`config.mk`:
```
export PLATFORM = sky130hd
export DESIGN_NAME = sqd_deploy_ctrl
export DESIGN_NICKNAME = d
export VERILOG_FILES = /design/src/rtl/sqd_pkg.sv /design/src/rtl/sqd_deploy_ctrl.sv
export SDC_FILE = /design/constraint.sdc
export NUM_CORES = 2
export LEC_CHECK = 0
export BUFFER_PORTS_ARGS = -buffer_cell sky130_fd_sc_hd__buf_4
export CAP_MARGIN = 10
export CORE_UTILIZATION = 50
export CTS_BUF_LIST = sky130_fd_sc_hd__clkbuf_4
export DETAILED_ROUTE_END_ITERATION = 8
export MAX_ROUTING_LAYER = met4
export PLACE_DENSITY_LB_ADDON = 0.25
export SLEW_MARGIN = 20
export SYNTH_ARGS = -nofsm -noshare
export SYNTH_HDL_FRONTEND = slang
export SYNTH_SLANG_ARGS = --single-unit
export TNS_END_PERCENT = 100
```
`constraint.sdc`:
```
create_clock -name mclk_i -period 3.1 [get_ports mclk_i]
set_input_delay 0.155 -clock mclk_i [delete_from_list [all_inputs] [get_ports mclk_i]]
set_output_delay 0.155 -clock mclk_i [all_outputs]
set_load 0.01 [all_outputs]
```
`src/rtl/sqd_pkg.sv`:
```
/*
  Shared constants of the squib deployment arming control: timebase,
  durations, serial frame layout and driver-port mode codes.
  Assumes a single 50 MHz system clock; all durations become cycle counts.
*/
package sqd_pkg;

  // ----------------------------------------------------------------
  // Timebase and durations
  // ----------------------------------------------------------------
  localparam int unsigned CLK_MHZ = 50;
  localparam int unsigned FIRE_US = 2000;   // Fire duration
  localparam int unsigned PST_US = 1000;    // Pulse stretch window
  localparam int unsigned GLITCH_US = 10;   // Deglitch time of fire enable
  localparam int unsigned DIAG_US = 100;    // Switch diagnostic on-time
  localparam int unsigned FIRE_CYC = FIRE_US * CLK_MHZ;
  localparam int unsigned PST_CYC = PST_US * CLK_MHZ;
  localparam int unsigned GLITCH_CYC = GLITCH_US * CLK_MHZ;
  localparam int unsigned DIAG_CYC = DIAG_US * CLK_MHZ;

  // ----------------------------------------------------------------
  // Frame layout
  // ----------------------------------------------------------------
  localparam int unsigned NCH = 8;
  localparam int unsigned DRV_BITS = 16;
  localparam int unsigned ARM_BITS = 8;
  localparam int unsigned MODE_MSB = 15;
  localparam int unsigned MODE_LSB = 14;
  localparam int unsigned DIAG_SIDE_BIT = 8;  // 1 high side, 0 low side
  localparam logic [1:0] MODE_REG = 2'h0;
  localparam logic [1:0] MODE_CMD = 2'h1;
  localparam logic [1:0] MODE_DIAG = 2'h2;
  localparam logic [1:0] MODE_MON = 2'h3;
  localparam logic [15:0] RESP_FAULT = 16'hE000;
  localparam logic [4:0] DRV_CNT_MAX = 5'h1F;

endpackage

```
`src/rtl/sqd_deploy_ctrl.sv`:
```
/*
  Deployment and arming control of an eight-loop squib driver: driver
  command serial port, 8-bit arming serial port, per-loop pulse stretch
  timers, fire enable deglitch and switch drive.
  Assumes serial pins and resets arrive asynchronously and serial clocks are
  slow against mclk_i; chip selects are active low; analog parts live outside.
*/
// How it works
// - Data outputs released while chip select negated
// - Shift responses out MSB first
// - Set success flag when deployment completes
// - Switches on only for fire or diagnostic
// - One pulse stretch timer pair per loop
// - Arming port moves whole bytes, separate port
// - Arm select release latches bits, starts timers
// - Fire needs enable and cross-started timer
// - Deployment runs full time, only reset stops
// - Deploy-enable starts timer at frame end
// - Deploy re-enable restarts; disable stops own timer
// - Arm-enable starts timer at frame end
// - Arm re-enable restarts; disable stops own timer
// - Register/diagnostic frames faulted during deployment
// - Command skips deploying loops; monitor returns status
// - Answer goes out in following transfer
// - Arming commands ignored during any deployment
// - Enable gates turn-on, never aborts fire
// - Diagnostic runs with enable low, switches off
// - Enable low blocks deploy start, not arming
// - Register answer echoes previous deploy bits
// - Enable changes never touch running timers
// - Enable pin deglitched by filter time
// - Arming answer: status byte then received bits
// - External reset ignored during deployment
`timescale 1ns/1ps
`default_nettype none
module sqd_deploy_ctrl #(
  parameter int unsigned FIRE_CYC = sqd_pkg::FIRE_CYC,
  parameter int unsigned PST_CYC = sqd_pkg::PST_CYC,
  parameter int unsigned DIAG_CYC = sqd_pkg::DIAG_CYC,
  parameter int unsigned GLITCH_CYC = sqd_pkg::GLITCH_CYC
) (
  input wire logic mclk_i,
  input wire logic rst_i,
  input wire logic external_reset_n_i,
  input wire logic fire_enable_pin_i,
  input wire logic drv_cs_n_i,
  input wire logic drv_sclk_i,
  input wire logic drv_mosi_i,
  output logic drv_miso_o,
  output logic drv_miso_oe_o,
  input wire logic arm_cs_n_i,
  input wire logic arm_sclk_i,
  input wire logic arm_mosi_i,
  output logic arm_miso_o,
  output logic arm_miso_oe_o,
  output logic [7:0] loop_high_side_switch_o,
  output logic [7:0] loop_low_side_switch_o,
  output logic [7:0] deploying_o,
  output logic [7:0] deploy_success_o,
  output logic fire_enable_filt_o
);

  // ----------------------------------------------------------------
  // Pin synchronisers
  // ----------------------------------------------------------------
  // Stage 1 feeds stage 2 only; stage 3 exists for edge detection
  logic [7:0] s1_r, s2_r, s3_r;
  always_ff @(posedge mclk_i) begin
    s1_r <= {external_reset_n_i, fire_enable_pin_i, drv_cs_n_i, drv_sclk_i,
             drv_mosi_i, arm_cs_n_i, arm_sclk_i, arm_mosi_i};
    s2_r <= s1_r;
    s3_r <= s2_r;
  end

  wire ext_rst_n_s = s2_r[7];
  wire en_s = s2_r[6];
  wire dcs_n = s2_r[5];
  wire d_mosi = s2_r[3];
  wire acs_n = s2_r[2];
  wire a_mosi = s2_r[0];
  wire d_sel = ~s3_r[5] & s2_r[5] ? 1'b0 : ~dcs_n;
  wire d_start = s3_r[5] & ~s2_r[5];
  wire d_end = ~s3_r[5] & s2_r[5];
  wire d_rise = d_sel & ~s3_r[4] & s2_r[4];
  wire d_fall = d_sel & s3_r[4] & ~s2_r[4];
  wire a_sel = ~acs_n;
  wire a_start = s3_r[2] & ~s2_r[2];
  wire a_end = ~s3_r[2] & s2_r[2];
  wire a_rise = a_sel & ~s3_r[1] & s2_r[1];
  wire a_fall = a_sel & s3_r[1] & ~s2_r[1];

  // ----------------------------------------------------------------
  // Reset handling
  // ----------------------------------------------------------------
  logic [7:0] dep_r;
  wire any_dep = |dep_r;
  // External reset only acts once no loop is firing
  wire irst = rst_i | (~ext_rst_n_s & ~any_dep);

  // ----------------------------------------------------------------
  // Fire enable deglitch
  // ----------------------------------------------------------------
  logic en_f_r;
  logic [31:0] gl_cnt_r;
  wire gl_done = gl_cnt_r == 32'(GLITCH_CYC - 1);
  // Level must differ for the whole filter time before it is taken
  always_ff @(posedge mclk_i) begin
    if (irst) begin
      en_f_r <= 1'b0;
      gl_cnt_r <= '0;
    end else if (en_s == en_f_r) begin
      gl_cnt_r <= '0;
    end else if (gl_done) begin
      en_f_r <= en_s;
      gl_cnt_r <= '0;
    end else begin
      gl_cnt_r <= gl_cnt_r + 32'h1;
    end
  end

  // ----------------------------------------------------------------
  // Driver command port
  // ----------------------------------------------------------------
  logic [15:0] d_rx_r, d_tx_r, d_resp_r;
  logic [4:0] d_cnt_r;
  logic d_miso_r, d_oe_r;
  logic [7:0] echo_r, succ_r;
  wire [1:0] d_mode = d_rx_r[sqd_pkg::MODE_MSB:sqd_pkg::MODE_LSB];
  wire d_ok = d_end & (d_cnt_r == 5'(sqd_pkg::DRV_BITS));
  // Register and diagnostic frames are dropped while a loop fires
  wire d_drop = any_dep & ((d_mode == sqd_pkg::MODE_REG) | (d_mode == sqd_pkg::MODE_DIAG));
  wire cmd_ok = d_ok & (d_mode == sqd_pkg::MODE_CMD);
  wire diag_ok = d_ok & ~d_drop & (d_mode == sqd_pkg::MODE_DIAG);
  wire mon_ok = d_ok & (d_mode == sqd_pkg::MODE_MON);
  wire [15:0] resp_nxt =
    (~d_ok | d_drop) ? sqd_pkg::RESP_FAULT :
    (d_mode == sqd_pkg::MODE_CMD) ? {sqd_pkg::MODE_CMD, 6'h00, d_rx_r[7:0]} :
    (d_mode == sqd_pkg::MODE_MON) ? {sqd_pkg::MODE_MON, 6'h00, succ_r} :
    (d_mode == sqd_pkg::MODE_DIAG) ? {sqd_pkg::MODE_DIAG, 6'h00, dep_r} :
    {sqd_pkg::MODE_REG, 6'h00, echo_r};

  // Answer built at frame end goes out in the next frame
  always_ff @(posedge mclk_i) begin
    if (irst) begin
      d_resp_r <= sqd_pkg::RESP_FAULT;
      echo_r <= '0;
    end else if (d_end) begin
      d_resp_r <= resp_nxt;
      if (cmd_ok) begin
        echo_r <= d_rx_r[7:0];  // Echoed whatever the enable level
      end
    end
  end

  // Shift: sample on rising, drive next bit on falling, MSB first
  always_ff @(posedge mclk_i) begin
    if (irst) begin
      d_cnt_r <= '0;
      d_rx_r <= '0;
      d_tx_r <= '0;
      d_miso_r <= 1'b0;
      d_oe_r <= 1'b0;
    end else begin
      d_oe_r <= d_sel;  // Driven only while selected
      if (d_start) begin
        d_cnt_r <= '0;
        d_tx_r <= d_resp_r;
        d_miso_r <= d_resp_r[15];
      end else if (d_rise) begin
        d_rx_r <= {d_rx_r[14:0], d_mosi};
        d_tx_r <= {d_tx_r[14:0], 1'b0};
        if (d_cnt_r != sqd_pkg::DRV_CNT_MAX) begin
          d_cnt_r <= d_cnt_r + 5'h1;
        end
      end else if (d_fall) begin
        d_miso_r <= d_tx_r[15];
      end
    end
  end

  // ----------------------------------------------------------------
  // Arming port
  // ----------------------------------------------------------------
  logic [7:0] a_sr_r;
  wire [7:0] a_stat;  // One driver per loop, so a net rather than a variable
  logic [2:0] a_cnt_r;
  logic a_byte_r, a_miso_r, a_oe_r;
  // Whole bytes only, ignored while any loop fires
  wire arm_ok = a_end & a_byte_r & (a_cnt_r == 3'h0) & ~any_dep;

  // Status byte goes out first, then received bits follow through
  always_ff @(posedge mclk_i) begin
    if (irst) begin
      a_sr_r <= '0;
      a_cnt_r <= '0;
      a_byte_r <= 1'b0;
      a_miso_r <= 1'b0;
      a_oe_r <= 1'b0;
    end else begin
      a_oe_r <= a_sel;
      if (a_start) begin
        a_sr_r <= a_stat;
        a_miso_r <= a_stat[7];
        a_cnt_r <= '0;
        a_byte_r <= 1'b0;
      end else if (a_rise) begin
        a_sr_r <= {a_sr_r[6:0], a_mosi};
        a_cnt_r <= a_cnt_r + 3'h1;
        if (a_cnt_r == 3'(sqd_pkg::ARM_BITS - 1)) begin
          a_byte_r <= 1'b1;
        end
      end else if (a_fall) begin
        a_miso_r <= a_sr_r[7];
      end
    end
  end

  // ----------------------------------------------------------------
  // Per-loop timers and switch drive
  // ----------------------------------------------------------------
  logic [7:0] hs_r, ls_r;
  genvar i;
  for (i = 0; i < sqd_pkg::NCH; i++) begin : g_ch
    logic [31:0] at_r, dt_r, fc_r, dg_r;
    logic side_r;
    wire at_act = at_r != 32'h0;
    wire dt_act = dt_r != 32'h0;
    // Command mode never touches a loop that is firing
    wire d_on = cmd_ok & d_rx_r[i] & ~dep_r[i];
    wire d_off = cmd_ok & ~d_rx_r[i] & ~dep_r[i];
    wire a_on = arm_ok & a_sr_r[i];  // Latched at select release
    wire a_off = arm_ok & ~a_sr_r[i];
    // Cross-started window plus filtered enable
    wire go = en_f_r & ~dep_r[i] & ((d_on & at_act) | (a_on & dt_act));
    wire fin = fc_r == 32'h1;
    assign a_stat[i] = at_act;

    // Deploy-started timer; load gated by enable, run not
    always_ff @(posedge mclk_i) begin
      if (irst) begin
        dt_r <= '0;
      end else if (d_on & en_f_r) begin
        dt_r <= 32'(PST_CYC);
      end else if (d_off) begin
        dt_r <= '0;
      end else if (dt_act) begin
        dt_r <= dt_r - 32'h1;
      end
    end

    // Arm-started timer, independent of enable
    always_ff @(posedge mclk_i) begin
      if (irst) begin
        at_r <= '0;
      end else if (a_on) begin
        at_r <= 32'(PST_CYC);
      end else if (a_off) begin
        at_r <= '0;
      end else if (at_act) begin
        at_r <= at_r - 32'h1;
      end
    end

    // Fire counter: only the supply reset can stop it
    always_ff @(posedge mclk_i) begin
      if (rst_i) begin
        fc_r <= '0;
        dep_r[i] <= 1'b0;
      end else if (go) begin
        fc_r <= 32'(FIRE_CYC);
        dep_r[i] <= 1'b1;
      end else if (dep_r[i]) begin
        fc_r <= fc_r - 32'h1;
        dep_r[i] <= ~fin;
      end
    end

    // Success is sticky; a monitor read clears it, completion wins
    always_ff @(posedge mclk_i) begin
      if (irst) begin
        succ_r[i] <= 1'b0;
      end else if (dep_r[i] & fin) begin
        succ_r[i] <= 1'b1;
      end else if (mon_ok) begin
        succ_r[i] <= 1'b0;
      end
    end

    // Diagnostic runs its time even with enable low
    always_ff @(posedge mclk_i) begin
      if (irst) begin
        dg_r <= '0;
        side_r <= 1'b0;
      end else if (diag_ok & d_rx_r[i]) begin
        dg_r <= 32'(DIAG_CYC);
        side_r <= d_rx_r[sqd_pkg::DIAG_SIDE_BIT];
      end else if (dg_r != 32'h0) begin
        dg_r <= dg_r - 32'h1;
      end
    end

    // Switches: fire, or enabled diagnostic; off otherwise
    always_ff @(posedge mclk_i) begin
      if (rst_i) begin
        hs_r[i] <= 1'b0;
        ls_r[i] <= 1'b0;
      end else begin
        hs_r[i] <= dep_r[i] | (en_f_r & (dg_r != 32'h0) & side_r);
        ls_r[i] <= dep_r[i] | (en_f_r & (dg_r != 32'h0) & ~side_r);
      end
    end
  end

  // ----------------------------------------------------------------
  // Outputs
  // ----------------------------------------------------------------
  assign drv_miso_o = d_miso_r;
  assign drv_miso_oe_o = d_oe_r;
  assign arm_miso_o = a_miso_r;
  assign arm_miso_oe_o = a_oe_r;
  assign loop_high_side_switch_o = hs_r;
  assign loop_low_side_switch_o = ls_r;
  assign deploying_o = dep_r;
  assign deploy_success_o = succ_r;
  assign fire_enable_filt_o = en_f_r;

endmodule
`default_nettype wire

```
==> impl_results.md <==
* CTS tree: done
* CP required at 4070 ps
* Pwr/cell area at 802 nW/µm²
* R2R Setup Slk at 120 ps
* Slew @ Worst Pin at 1090 ps
* Via count at 43900
* M2 GR Usage at 0.349
* Die Y at 329 µm
* Met3 Usage GRT at 0.0425
* Failing checks: DRC
* Async set or reset register ratio after synthesis at 0
* Hold Path Sink: s1_r[3]$_DFF_P_
* CP cell instances: or4_1, nor4bb_4, buf_4, nand2_1, nor2_1, a311oi_1, nor4_2
* Htree depth at 5
* Maxcap violations at 0
* Largest net degree at the start of global routing at 96
* Data arrival, critical path at 3950 ps
* Peak VDD IR at 619 µV
* Average wire per standard cell at 14.5 µm
* First-pass GRT wire length at 199000 µm
* Synth warn at 0
* Terminus of the critical flop-to-flop path: deploying_o[3]$_SDFF_PP0_
* Internal power at 0.0309 W
* RSZ-0062 raised after global routing: false
* Total GRT Usage at 0.224
* Mapped cell area at 53400 µm²
* Period utilization at 0.961
* Routed WL at 118000 µm
* Core Area at 106000 µm²
* Logic pwr share at 0.353
* Met1 usage at 0.289
* Final Util at 0.570
* Syn-to-layout area delta at 12.7%
* Row cnt at 119
* Nets@finish at 6598
* Clock power share at 0.275
* Max Slew Vio Count at 0
* Vias per cell at 5.40
* Io pins at 47
* Outcome: finished, violations left
* Hold path start: drv_mosi_i
* Clock sinks at 1189
* Crit Reg-Reg Startpoint: deploying_o[6]$_SDFF_PP0_
* Worst path bufs/invs at 1
* Seq cells post-synth at 1189
* Layout cells sized above 1 at 0.120
* Slew HR at 0.274
* Clock latency on the worst-skew pair at 1190 ps
* Initial Util at 0.506
* Setup Skew at 119 ps
* Placed Area at 56000 µm²
* Post-DP HPWL at 78900 µm
* Syn avg cell area at 8.62 µm²
* Period minus WS final at 2980 ps
* Worst-path maximum fanout at 18
* Startpoint Class: register
* DRT Pass-1 Iters at 9
* Fin. Hold Viols at 0
* Final setup vio count at 0
* Largest delay share family, worst path: simple AND/OR/NAND/NOR gates
* Critical path type: register to register
* CTS Buf Count at 328
* Post-Layout Inst Area at 60100 µm²
* Worst hold stages at 3
* Fmax at 0.336 GHz
* CP max stage delay at 670 ps
* Min-delay worst type: input port to register
* Gr ovfl total at 0
* Post-route DRC at 6
* DIE AREA at 108000 µm²
* DR iter-0 viols at 2402
* Root buffer cell: clkbuf_4
* Sw Ratio at 0.358
* Vias in the first global route at 42100
* Die X at 329 µm
* Synth Flop Type: dfxtp_1
* Post-synthesis sequential area ratio at 0.446
* R2R cell count at 7
* Net Sw Power at 0.0173 W
* Library cells used by synthesis at 82
* Post-synth EDFFs at 0
* LEAKAGE at 23.1 nW
* # fillers at 9588
* Placer congestion estimate at 0.844
* Post-Syn Instances at 6188
* Clock tree buffer depth at 4
* Non-filler instance count after layout at 8136
* Sequential share of power at 0.372
* Initial antenna violation count at 6
* IO buf count at 46
* Slowest cell on crit path: or4_1
* Placed cell count at 7559
* ANT nets after route at 0
* Grt peak-use layer: met2
* Clk slew on worst S/H paths at 60 ps
* Syn Nets at 6264
* CP endpoint kind: register
-- area by class of cell --
class / instances / area (µm²) / area share
multi-input cells: 4674 / 28400 / 0.472
flip-flops and latches: 1189 / 23800 / 0.396
clock buffers: 463 / 3480 / 0.0578
repair buffers: 239 / 1990 / 0.0331
well taps: 1391 / 1740 / 0.0289
clock inverters: 81 / 377 / 0.00626
inverters: 90 / 338 / 0.00562
diodes: 9 / 22.5 / 0.000375
-- cell families after synthesis --
family          count (synthesis)  synth area share
simple gates                 3088             0.293
fa+ha+maj                      66            0.0155
flops                        1189             0.446
mux                            16           0.00488
compound gates                617            0.0709
xor+xnor                      887             0.146
buf+inv                       325            0.0246
-- flip-flops by register name, summed over array words and instances, names as in the netlist, 11 cells and up --
| name | flops |
|---|---|
| g_ch.fc_r | 256 |
| gl_cnt_r | 32 |
| d_resp_r | 11 |
| d_tx_r | 16 |
| g_ch.dt_r | 256 |
| g_ch.dg_r | 256 |
| d_rx_r | 16 |
| g_ch.at_r | 256 |
-- cells in the final DEF, fill, tap and decap left out, types with 87 or more instances in the layout --
cell type,netlist,final
or4_1,151,150
clkbuf_4,0,463
nor4_1,274,270
nand2_1,384,384
nand3_1,185,185
buf_4,2,207
or3_1,131,131
inv_1,89,89
nor2_1,1146,1145
o21ai_0,87,87
dfxtp_1,1189,1188
xnor2_1,521,521
xor2_1,366,366
a21oi_1,305,304
nor3_1,325,325
-- worst min-delay path, delay by kind of cell --
kind     cells  cell delay (ps)
buf+inv      3             1130
-- through the flow --
step,power [W],setup WS (ps),hold WS [ps],TNS [ps]
final,0.0482,120,163,0
after global routing,0.0518,34.9,73.6,0
after CTS,0.0486,89.2,46.9,0
after detailed placement,0.0350,-102,262,-102
after global placement,0.0347,-78.7,260,-78.7
after floorplan,0.0312,247,183,0
-- layer usage --
layer  up-vias  part of all wire
met5         -                 0
met4         0             0.023
met3       237             0.048
met2       773              0.45
met1     20400              0.48
li1      22500                 -
-- Yosys cell counts (29+ instances only) --
| cell type | number | area share |
|---|---|---|
| dfxtp_1 | 1189 | 0.45 |
| nor2_1 | 1146 | 0.081 |
| xnor2_1 | 521 | 0.086 |
| nand2_1 | 384 | 0.027 |
| xor2_1 | 366 | 0.060 |
| nor3_1 | 325 | 0.030 |
| a21oi_1 | 305 | 0.029 |
| nor4_1 | 274 | 0.032 |
| clkbuf_1 | 200 | 0.014 |
| nand3_1 | 185 | 0.017 |
| or4_1 | 151 | 0.021 |
| or3_1 | 131 | 0.015 |
| inv_1 | 89 | 0.0063 |
| o21ai_0 | 87 | 0.0082 |
| nand4_1 | 74 | 0.0087 |
| ha_1 | 66 | 0.015 |
| nand2b_1 | 64 | 0.0075 |
| o31ai_1 | 55 | 0.0077 |
| nand3b_1 | 51 | 0.0072 |
| nand4b_1 | 49 | 0.0080 |
| or2_2 | 41 | 0.0048 |
| a211oi_1 | 40 | 0.0056 |
| nor2b_1 | 33 | 0.0039 |
| and3_1 | 32 | 0.0038 |
| nor4b_1 | 29 | 0.0048 |
-- worst max-delay path by stage --
stage / from / end / cells past startpoint
global placement: deploying_o[3]$_SDFF_PP0_ / deploying_o[3]$_SDFF_PP0_ / 7
global route: deploying_o[6]$_SDFF_PP0_ / deploying_o[3]$_SDFF_PP0_ / 7
floorplan: g_ch[0].dg_r[0]$_SDFFE_PP0P_ / g_ch[0].dg_r[20]$_SDFFE_PP0P_ / 9
finish: deploying_o[6]$_SDFF_PP0_ / deploying_o[3]$_SDFF_PP0_ / 7
detailed placement: deploying_o[3]$_SDFF_PP0_ / deploying_o[3]$_SDFF_PP0_ / 7
CTS: g_ch[7].dt_r[8]$_SDFFE_PP0P_ / g_ch[7].fc_r[18]$_SDFFE_PP0P_ / 7
-- what timing repair did --
action | 4_1_cts | 5_1_grt
gates resized for setup | 1 | 5
setup buffers | 0 | 4
pin swaps | 0 | 1
hold buffers | 19 | 0
endpoints found under the hold margin | 435 | 0
setup endpoints to repair | 1 | 63
-- power groups by stage --
| stage | registers, W | clock network (W) | logic, W |
|---|---|---|---|
| global placement | 0.0182 | 0 | 0.0165 |
| finish | 0.0179 | 0.0133 | 0.0170 |
| detailed placement | 0.0182 | 0 | 0.0168 |
| floorplan | 0.0179 | 0 | 0.0133 |
| CTS | 0.0179 | 0.0137 | 0.0170 |
| global route | 0.0181 | 0.0146 | 0.0192 |
(Power assumes the default switching activity.)
